**config.mk**
```make
export PLATFORM = sky130hd
export DESIGN_NAME = rhp_host_port
export DESIGN_NICKNAME = d
export VERILOG_FILES = /design/src/logic/rhp_pkg.sv /design/src/logic/rhp_pin_if.sv /design/src/logic/rhp_pin_drv.sv /design/src/logic/rhp_host_port.sv
export SDC_FILE = /design/constraint.sdc
export NUM_CORES = 1
export LEC_CHECK = 0
export BUFFER_PORTS_ARGS = -buffer_cell sky130_fd_sc_hd__clkbuf_2
export CORE_MARGIN = 1.5
export CORE_UTILIZATION = 45
export CTS_BUF_LIST = sky130_fd_sc_hd__clkbuf_2
export DETAILED_ROUTE_END_ITERATION = 10
export PLACE_DENSITY_LB_ADDON = 0.1
export SETUP_SLACK_MARGIN = 0.2
export SYNTH_ARGS = -nofsm -noshare
export SYNTH_HDL_FRONTEND = slang
export SYNTH_SLANG_ARGS = --single-unit
```
**constraint.sdc**
```tcl
create_clock -name ref_clk -period 6.5 [get_ports ref_clk]
set_input_delay 1.3 -clock ref_clk [delete_from_list [all_inputs] [get_ports ref_clk]]
set_output_delay 1.3 -clock ref_clk [all_outputs]
set_load 0.01 [all_outputs]
```
**src/logic/rhp_pkg.sv**
```systemverilog
package rhp_pkg;
  // ==========================================================
  // Timing
  localparam int unsigned CLK_MHZ          = 125;
  localparam int unsigned LOCK_MIN_US      = 30;
  localparam int unsigned LOCK_MAX_US      = 63;
  // Both ends convert to whole cycles exactly; pick the midpoint, rounded down
  localparam int unsigned LOCK_MIN_CYC     = LOCK_MIN_US * CLK_MHZ;
  localparam int unsigned LOCK_MAX_CYC     = LOCK_MAX_US * CLK_MHZ;
  localparam int unsigned LOCK_DEF_CYC     = (LOCK_MIN_CYC + LOCK_MAX_CYC) / 2;
  localparam int unsigned LOCK_CNT_W       = 16;

  // ==========================================================
  // Widths
  localparam int unsigned ADDR_W           = 5;
  localparam int unsigned DATA_W           = 8;
  localparam int unsigned NUM_SRC          = 4;

  // ==========================================================
  // Interrupt source indices
  localparam int unsigned SRC_PERIODIC     = 0;
  localparam int unsigned SRC_ALARM        = 1;
  localparam int unsigned SRC_TIMER        = 2;
  localparam int unsigned SRC_SUPPLY_LOSS_N        = 3;

  // ==========================================================
  // Multi-function pin source
  localparam logic [1:0] MFO_IRQ           = 2'h0;
  localparam logic [1:0] MFO_OSC           = 2'h1;
  localparam logic [1:0] MFO_TIMER0        = 2'h2;

  // ==========================================================
  // Crystal select codes; zero stops the oscillator
  localparam logic [1:0] XTAL_NONE         = 2'h0;

  typedef enum logic [2:0] {
    RHP_IDLE  = 3'h1,
    RHP_READ  = 3'h2,
    RHP_WRITE = 3'h4
  } rhp_state_e;
endpackage

```
**src/logic/rhp_pin_if.sv**
```systemverilog
`timescale 1ns/1ns
interface rhp_pin_if;
  logic                           req;
  logic                           act_high;
  logic                           open_drain;
  logic                           out;
  logic                           oe_n;
  modport drv (input req, input act_high, input open_drain, output out, output oe_n);
  modport ctl (output req, output act_high, output open_drain, input out, input oe_n);
endinterface

```
**src/logic/rhp_pin_drv.sv**
```systemverilog
`timescale 1ns/1ns
module rhp_pin_drv (
  // Clock and reset
  input  wire logic ref_clk,
  input  wire logic nrst,
  // Pin
  rhp_pin_if.drv    pin
);
  logic level;
  assign level = pin.req ~^ pin.act_high;

  // ==========================================================
  // Polarity and drive style; open drain only pulls low
  always_ff @(posedge ref_clk or negedge nrst) begin
    if (!nrst) begin
      pin.out  <= 1'b0;
      pin.oe_n <= 1'b1;
    end else begin
      pin.out  <= pin.open_drain ? 1'b0 : level;
      pin.oe_n <= pin.open_drain ? level : 1'b0;
    end
  end
endmodule

```
**src/logic/rhp_host_port.sv**
```systemverilog
`timescale 1ns/1ns
// Notes on behaviour
// - Chip select, read and write strobes are active low enables.
// - Read runs while chip select and read strobe are both low.
// - Write runs while both low; data captured as it ends.
// - Five select lines pick the addressed location.
// - On power fail ignore host inputs, but finish a cycle in progress.
// - Supply loss low with no read or write in progress floats the data bus.
// - Lockout follows supply loss low after 30 to 63 us unless delay programmed.
// - Four interrupt categories, each with mask and status bits.
// - Interrupt pin and multi-function pin each routable from any source.
// - Multi-function pin may carry oscillator or first timer instead.
// - Both pins have programmable polarity and push-pull or open drain.
// - Interrupt pin asserts on an enabled, pending event.
// - Oscillator runs only after a valid crystal selection.
// - Page-select bit chooses which page the select lines address.
module rhp_host_port #(
  parameter int unsigned LOCK_CYC = rhp_pkg::LOCK_DEF_CYC
) (
  // Clock and reset
  input  wire logic                          ref_clk,
  input  wire logic                          nrst,
  // Host bus
  input  wire logic                          cs_n,
  input  wire logic                          rd_n,
  input  wire logic                          wr_n,
  input  wire logic [rhp_pkg::ADDR_W-1:0]    reg_select_lines,
  input  wire logic [rhp_pkg::DATA_W-1:0]    host_data_bus_in,
  output logic      [rhp_pkg::DATA_W-1:0]    host_data_bus_out,
  output logic                               host_data_bus_oe_n,
  input  wire logic                          supply_loss_n,
  // Register file side
  output logic                               wr_stb,
  output logic                               rd_stb,
  output logic      [rhp_pkg::ADDR_W:0]      acc_addr,
  output logic      [rhp_pkg::DATA_W-1:0]    wr_data,
  input  wire logic [rhp_pkg::DATA_W-1:0]    rd_data,
  output logic                               locked_out,
  // Control
  input  wire logic                          page_sel,
  input  wire logic                          lock_delay_en,
  input  wire logic [rhp_pkg::LOCK_CNT_W-1:0] lock_delay_cyc,
  input  wire logic [1:0]                    xtal_sel,
  output logic                               osc_run,
  // Interrupts
  input  wire logic [rhp_pkg::NUM_SRC-1:0]   irq_event,
  input  wire logic [rhp_pkg::NUM_SRC-1:0]   irq_mask,
  input  wire logic [rhp_pkg::NUM_SRC-1:0]   irq_clear,
  output logic      [rhp_pkg::NUM_SRC-1:0]   irq_status,
  input  wire logic [rhp_pkg::NUM_SRC-1:0]   primary_irq_pin_route,
  input  wire logic [rhp_pkg::NUM_SRC-1:0]   mfo_route,
  input  wire logic [1:0]                    mfo_src,
  input  wire logic                          osc_clk_lvl,
  input  wire logic                          timer0_out,
  input  wire logic                          primary_irq_pin_act_high,
  input  wire logic                          primary_irq_pin_open_drain,
  input  wire logic                          mfo_act_high,
  input  wire logic                          mfo_open_drain,
  output logic                               primary_irq_pin_out,
  output logic                               primary_irq_pin_oe_n,
  output logic                               multi_function_pin_out,
  output logic                               multi_function_pin_oe_n
);
  rhp_pkg::rhp_state_e state_q;
  logic [rhp_pkg::LOCK_CNT_W-1:0] lock_cnt_q;
  logic                           lock_q;
  logic [rhp_pkg::NUM_SRC-1:0]    stat_q;
  logic                           primary_irq_pin_req;
  logic                           mfo_req;

  // Host strobes only count while not locked out
  logic rd_go;
  logic wr_go;
  assign rd_go = !lock_q && !cs_n && !rd_n;
  assign wr_go = !lock_q && !cs_n && !wr_n;

  // ==========================================================
  // Lockout timer
  always_ff @(posedge ref_clk or negedge nrst) begin
    if (!nrst) begin
      lock_cnt_q <= '0;
      lock_q     <= 1'b0;
    end else if (supply_loss_n) begin
      lock_cnt_q <= '0;
      lock_q     <= 1'b0;
    end else if (!lock_q) begin
      if (lock_delay_en ? (lock_cnt_q >= lock_delay_cyc)
                        : (lock_cnt_q >= LOCK_CYC[rhp_pkg::LOCK_CNT_W-1:0])) begin
        lock_q <= 1'b1;
      end else begin
        lock_cnt_q <= lock_cnt_q + 1'b1;
      end
    end
  end

  // ==========================================================
  // Access sequencer; an open cycle runs to its end even under lockout
  always_ff @(posedge ref_clk or negedge nrst) begin
    if (!nrst) begin
      state_q  <= rhp_pkg::RHP_IDLE;
      acc_addr <= '0;
      wr_data  <= '0;
      wr_stb   <= 1'b0;
      rd_stb   <= 1'b0;
    end else begin
      wr_stb <= 1'b0;
      rd_stb <= 1'b0;
      case (state_q)
        rhp_pkg::RHP_IDLE: begin
          if (rd_go) begin
            state_q  <= rhp_pkg::RHP_READ;
            acc_addr <= {page_sel, reg_select_lines};
            rd_stb   <= 1'b1;
          end else if (wr_go) begin
            state_q  <= rhp_pkg::RHP_WRITE;
            acc_addr <= {page_sel, reg_select_lines};
          end
        end
        rhp_pkg::RHP_READ: begin
          if (cs_n || rd_n) begin
            state_q <= rhp_pkg::RHP_IDLE;
          end
        end
        rhp_pkg::RHP_WRITE: begin
          // Data is tracked while the strobe is low, so the last value wins
          wr_data <= host_data_bus_in;
          if (cs_n || wr_n) begin
            state_q <= rhp_pkg::RHP_IDLE;
            wr_stb  <= 1'b1;
          end
        end
        default: state_q <= rhp_pkg::RHP_IDLE;
      endcase
    end
  end

  // ==========================================================
  // Data bus drive; supply loss only floats it outside a read or write
  always_ff @(posedge ref_clk or negedge nrst) begin
    if (!nrst) begin
      host_data_bus_out  <= '0;
      host_data_bus_oe_n <= 1'b1;
    end else begin
      host_data_bus_out  <= rd_data;
      host_data_bus_oe_n <= !(state_q == rhp_pkg::RHP_READ && !cs_n && !rd_n);
      if (!supply_loss_n && state_q != rhp_pkg::RHP_WRITE && state_q != rhp_pkg::RHP_READ) begin
        host_data_bus_oe_n <= 1'b1;
      end
    end
  end

  // ==========================================================
  // Status, lock flag and oscillator enable
  always_ff @(posedge ref_clk or negedge nrst) begin
    if (!nrst) begin
      stat_q     <= '0;
      locked_out <= 1'b0;
      osc_run    <= 1'b0;
    end else begin
      // Set wins over clear so no event is lost
      stat_q     <= (stat_q & ~irq_clear) | irq_event;
      locked_out <= lock_q;
      osc_run    <= (xtal_sel != rhp_pkg::XTAL_NONE);
    end
  end
  assign irq_status = stat_q;

  // ==========================================================
  // Routing to the two pins
  always_comb begin
    primary_irq_pin_req = |(stat_q & irq_mask & primary_irq_pin_route);
    case (mfo_src)
      rhp_pkg::MFO_OSC:    mfo_req = osc_clk_lvl && osc_run;
      rhp_pkg::MFO_TIMER0: mfo_req = timer0_out;
      default:             mfo_req = |(stat_q & irq_mask & mfo_route);
    endcase
  end

  rhp_pin_if primary_irq_pin_if ();
  rhp_pin_if mfo_if ();
  assign primary_irq_pin_if.req        = primary_irq_pin_req;
  assign primary_irq_pin_if.act_high   = primary_irq_pin_act_high;
  assign primary_irq_pin_if.open_drain = primary_irq_pin_open_drain;
  assign mfo_if.req         = mfo_req;
  assign mfo_if.act_high    = mfo_act_high;
  assign mfo_if.open_drain  = mfo_open_drain;

  rhp_pin_drv u_primary_irq_pin_drv (
    .ref_clk (ref_clk),
    .nrst    (nrst),
    .pin     (primary_irq_pin_if.drv)
  );
  rhp_pin_drv u_mfo_drv (
    .ref_clk (ref_clk),
    .nrst    (nrst),
    .pin     (mfo_if.drv)
  );
  assign primary_irq_pin_out     = primary_irq_pin_if.out;
  assign primary_irq_pin_oe_n    = primary_irq_pin_if.oe_n;
  assign multi_function_pin_out  = mfo_if.out;
  assign multi_function_pin_oe_n = mfo_if.oe_n;
endmodule

```
# --- After elaboration in Yosys (flattened, before gate mapping) ---
# Index checks and enable logic that the tools add are counted.
classes:
  addsub: 1
  order_cmp: 2
  eq_ne: 12
  muxes: 24
  n_bitwise: 8
  n_reduce_logical: 23
ops:
  columns: ["operator", "count"]
  rows:
  - ["$mux 16", 3]
  - ["$add 16x1->16 const B", 1]
  - ["$and 4x4->4", 4]
  - ["$ge 16x13->1 const B", 1]
  - ["$ge 16x16->1", 1]
  - ["$mux 1", 13]
  - ["$mux 3", 4]
  - ["$mux 6", 2]
  - ["$pmux 3 s3", 1]
  - ["$logic_and 1x1->1", 8]
  - ["$ne 2x2->1 const B", 4]
  - ["$reduce_or 4->1", 2]
  - ["$logic_not 1->1", 6]
  - ["$ne 3x3->1 const B", 2]
  - ["$not 4->4", 1]
  - ["$or 4x4->4", 1]
  - ["$reduce_and 2->1", 2]
  - ["$reduce_bool 2->1", 2]
  - ["$eq 3x1->1 const B", 1]
  - ["$eq 3x2->1 const B", 1]
  - ["$eq 3x3->1 const B", 1]
  - ["$ne 3x2->1 const B", 1]
  - ["$reduce_and 3->1", 1]
  - ["$eq 2x1->1 const B", 1]
  - ["other kinds (4)", 6]
totals:
  register_bits: 55
  output_inout_bits: 35
  wordCells: 86

# --- Depth between registers and ports, before layout ---
logic_depth:
  word_depth: 6
  depth_mapped: 9

# --- Modules after synthesis ---
# Synthesis repeated with hierarchy kept, for this count alone.
unflattened:
  hier_cells: 272
  hier_area_um2: 2872.8
by_module_without_submodules:
  columns: ["mod", "instances", "cells_each", "area_each_um2", "seq_area_each_um2"]
  rows:
  - ["rhp_host_port", 1, 262, 2725.1, 1278.7]
  - ["rhp_pin_drv", 2, 5, 73.8, 51.3]

# --- Least setup slack after synthesis ---
# No wires, ideal clock.
synth_timing:
  kind: "in2reg"
  start: "in lock_delay_cyc[15] in the netlist's numbering"
  end: "reg lock_cnt_q[10] in the netlist's numbering"
  setup_time_ns: 0.125
  arrival_ns: 3.189
  required_ns: 6.375
  path_slack_ns: 3.186
  cell_stages: 9
  path_buffers: 1
  path_cell_list: "inv_1 -> ha_1 -> nand4_2 -> or3_1 -> or4_4 -> o211ai_2 -> buf_6 -> a21oi_2 -> mux2_4"
synth_via:
  elab_chain_len: 4
synth_rtl:
  columns: ["item", "line_no", "rtl"]
  rows:
  - ["start: declaration", "rhp_host_port.sv:42", "input wire logic [rhp_pkg::LOCK_CNT_W-1:0] lock_delay_cyc,"]
  - ["$ge 16x16->1", "rhp_host_port.sv:87", "if (lock_delay_en ? (lock_cnt_q >= lock_delay_cyc)"]
  - ["$mux 1", "rhp_host_port.sv:87", null]
  - ["$ne 2x2->1 (no source line)", null, null]
  - ["$reduce_and 2->1 (no source line)", null, null]
  - ["end signal: assignment", "rhp_host_port.sv:91", "lock_cnt_q <= lock_cnt_q + 1'b1;"]
  - ["end: declaration", "rhp_host_port.sv:65", "logic [rhp_pkg::LOCK_CNT_W-1:0] lock_cnt_q;"]
# No other way between the ends.
# A chain may end at the register's enable or synchronous reset.

# --- Worst setup path in the final report ---
layout_timing:
  start: "in lock_delay_cyc[13] in the netlist's numbering"
  end: "reg lock_cnt_q[15] in the netlist's numbering"
# The elaborated chain is that of the path after synthesis.

==> out/qor.yml <==
power:
  power.leakage_nw: 1.91
  powerDensity_nw_per_um2: 193
  peakVddDrop_uv: 119
placed_design:
  dp.cells: 463
  gp_congestion: 0.768
  io_buffers: 109
  hpwl_mm: 4.61
clocking:
  cts-buffers-inserted: 5
  cts_root_buffer: "clkbuf_2"
  clock_sinks: 55
  cts_hold_buf: 0
  cts_tree: "built"
  clk_pin_slew_ns: 0.27
  clk_path_buf_depth: 2
  cts_resized: 0
  clk_latency_ns: 0.42
  cts_max_level: 2
  cts_setup_buffers: 0
finish:
  layout.nets: 488
  n_antenna_cell: 0
  layoutNonFillerInstCount: 471
  final_layout_size_suffix_gt1_frac: 0.409
  syn2layout_area_growth_pct: 22.3
outcome:
  outcome: "finished clean"
synth:
  yosysUniqueCellTypes: 45
  syn-instance-count: 282
  ys_seq_area_frac: 0.467
  synth_area_leaders: "dfrtp_1 (43%), ha_1 (8.5%), mux2_2 (7.2%)"
  yosys_warnings: 0
  syn_nets: 377
  yosys.area.top_type_share: 0.432
  ys_seq_elements: 55
  synth_area_leader_cell: "dfrtp_1"
  synth.avg_cell_area_sq_um: 10.5
  yosysMostFrequentCell: "dfrtp_1"
  synth-edff-count: 0
  synthesis.area_sq_um: 2960
  synth_commonest_cells: "dfrtp_1 (51), inv_1 (28), nor2_1 (23)"
  synth_flop_cell: "dfrtp_1"
  async_flop_share: 1.00
floorplan:
  fp.dieH_um: 84.0
  core_area_sq_um: 6350
  pin_count: 110
  start_util: 0.465
  die_area_sq_um: 7060
  chipWidth_um: 84.0
  fp-row-count: 29
global_routing:
  grtUsageTotal: 0.174
  grt_overflow_total: 0
  grt_max_degree: 56
  grt_pass1_vias: 2191
  grt_pass1_wl_mm: 9.92
  antenna_found_initial: 0
sta:
  tightest_slew_ns: 0.835
  fin_setup_tns_ns: 0
  layout_min_cycle_time_ns: 3.34
  finClkSkew_ns: 0.0130
  timing.final.crit_share: 0.513
  fmax_ghz: 0.300
  setup_viol: 0
  finalMaxSlewViolations: 0
  maxSlewHeadroom: 0.442
  rsz0062_at_grt: "false"
  hold_viol_final: 0
detailed_routing:
  drtPass1Iterations: 4
  drtIter0Drc: 95
  post_drt_wl_per_cell_um: 12.7
  ant_nets: 0
  viasPerCell: 5.10
  drc_errors: 0
  drt_wl_total_mm: 5.99
  via_count: 2403
critical_path:
  worst_setup_path_start_kind: "input port"
  path_class: "in -> reg"
  worstPathArrival_ns: 3.68
  critical_path.max_fanout: 14
  required_ns: 6.84
  end_kind: "flop"
run:
  maxCapViolCount: 0
hold_path:
  min_path_type: "reg -> reg"
==> registers in the layout, summed over array words and instances (netlist names) <==
register,cells
u_primary_irq_pin_drv.pin.out,1
rd_stb,1
host_data_bus_out,8
lock_q,1
u_mfo_drv.pin.oe_n,1
lock_cnt_q,16
state_q,3
locked_out,1
wr_data,8
u_primary_irq_pin_drv.pin.oe_n,1
host_data_bus_oe_n,1
osc_run,1
u_mfo_drv.pin.out,1
wr_stb,1
acc_addr,6
irq_status,4
==> where the power goes <==
group / internal, W / leakage (nW) / switching [W] / total [W]
sequential: 0.000383 / 0.692 / 0.0000200 / 0.000403
clock: 0.0000260 / 0.0266 / 0.000106 / 0.000132
combinational: 0.0000797 / 1.19 / 0.0000817 / 0.000161
total: 0.000489 / 1.91 / 0.000208 / 0.000696
==> stage by stage <==
step                hold WS [ns]  utilization  cell area, sq um  power [W]  setup slack [ns]
detailed placement         0.471        0.562              3570   0.000575              2.69
finish                     0.509        0.569              3610   0.000696              3.16
global route               0.523        0.569              3610   0.000741              3.05
global placement           0.473        0.562              3570   0.000571              2.74
CTS                        0.515        0.569              3610   0.000708              3.18
floorplan                  0.397            -              2960   0.000495              3.19
==> cell usage in the layout, fill, tap and decap left out, types with 3 or more instances in the layout <==
cell	count
a21oi_2	7
inv_1	28
nand4_1	7
a21oi_1	17
o21ai_0	6
or3_1	3
mux2_4	7
mux2_2	19
clkbuf_2	114
ha_1	20
nand3_1	15
and3_1	3
nor2b_1	12
nor2_1	23
nand2_1	17
a21o_1	4
dfstp_2	4
nor3_1	4
dfrtp_1	51
==> path summary, 6_finish.rpt <==
check	from	to	slack, ns	cells after the start
max reg2reg	lock_cnt_q[0]$_DFFE_PN0P_	lock_cnt_q[15]$_DFFE_PN0P_	3.58	8
min	state_q[1]$_DFFE_PN0P_	host_data_bus_oe_n$_DFF_PN1_	0.51	1
max	lock_delay_cyc[13]	lock_cnt_q[15]$_DFFE_PN0P_	3.16	9
min reg2reg	state_q[1]$_DFFE_PN0P_	host_data_bus_oe_n$_DFF_PN1_	0.51	1
min in group asynchronous	nrst	lock_cnt_q[1]$_DFFE_PN0P_	0.94	2
max in group asynchronous	nrst	irq_status[3]$_DFF_PN0_	5.11	2
==> critical path: stages <==
cell and delay (ns):
clkbuf_2 0.07, inv_1 0.03, ha_1 0.31, a21oi_1 0.14, o21ai_0 0.08, nor4b_1 0.48
o211ai_2 0.50, a211oi_1 0.39, mux2_2 0.36
==> logic make-up (layout without fill, tap and decap cells) <==
logic type | count (synthesis) | in the layout | share of synthesized area
AOI/OAI and AO/OA | 47 | 47 | 0.112
xor gates and xnor gates | 2 | 2 | 0.00593
DFF | 55 | 55 | 0.467
buffers and inverters | 35 | 147 | 0.0504
adders and majority gates | 20 | 20 | 0.0847
and+or+nand+nor | 97 | 97 | 0.172
muxes | 26 | 26 | 0.108
==> layout make-up <==
cell class / count / area [sq um]
Multi-Input combinational cell: 192 / 1430
Sequential cell: 55 / 1380
Clock buffer: 5 / 25.0
Inverter: 28 / 105
Fill cell: 591 / 2740
Timing Repair Buffer: 111 / 561
Tap cell: 77 / 96.3
Clock inverter: 3 / 20.0
==> per-layer routing <==
metal / wire [um] / vias up / track usage
li1: - / 1207 / -
met1: 2740 / 1123 / 0.231
met2: 2890 / 68 / 0.292
met3: 320 / 5 / 0.0356
met4: 48 / 0 / 0.0447
met5: 0 / - / 0
(Power assumes the default switching activity.)
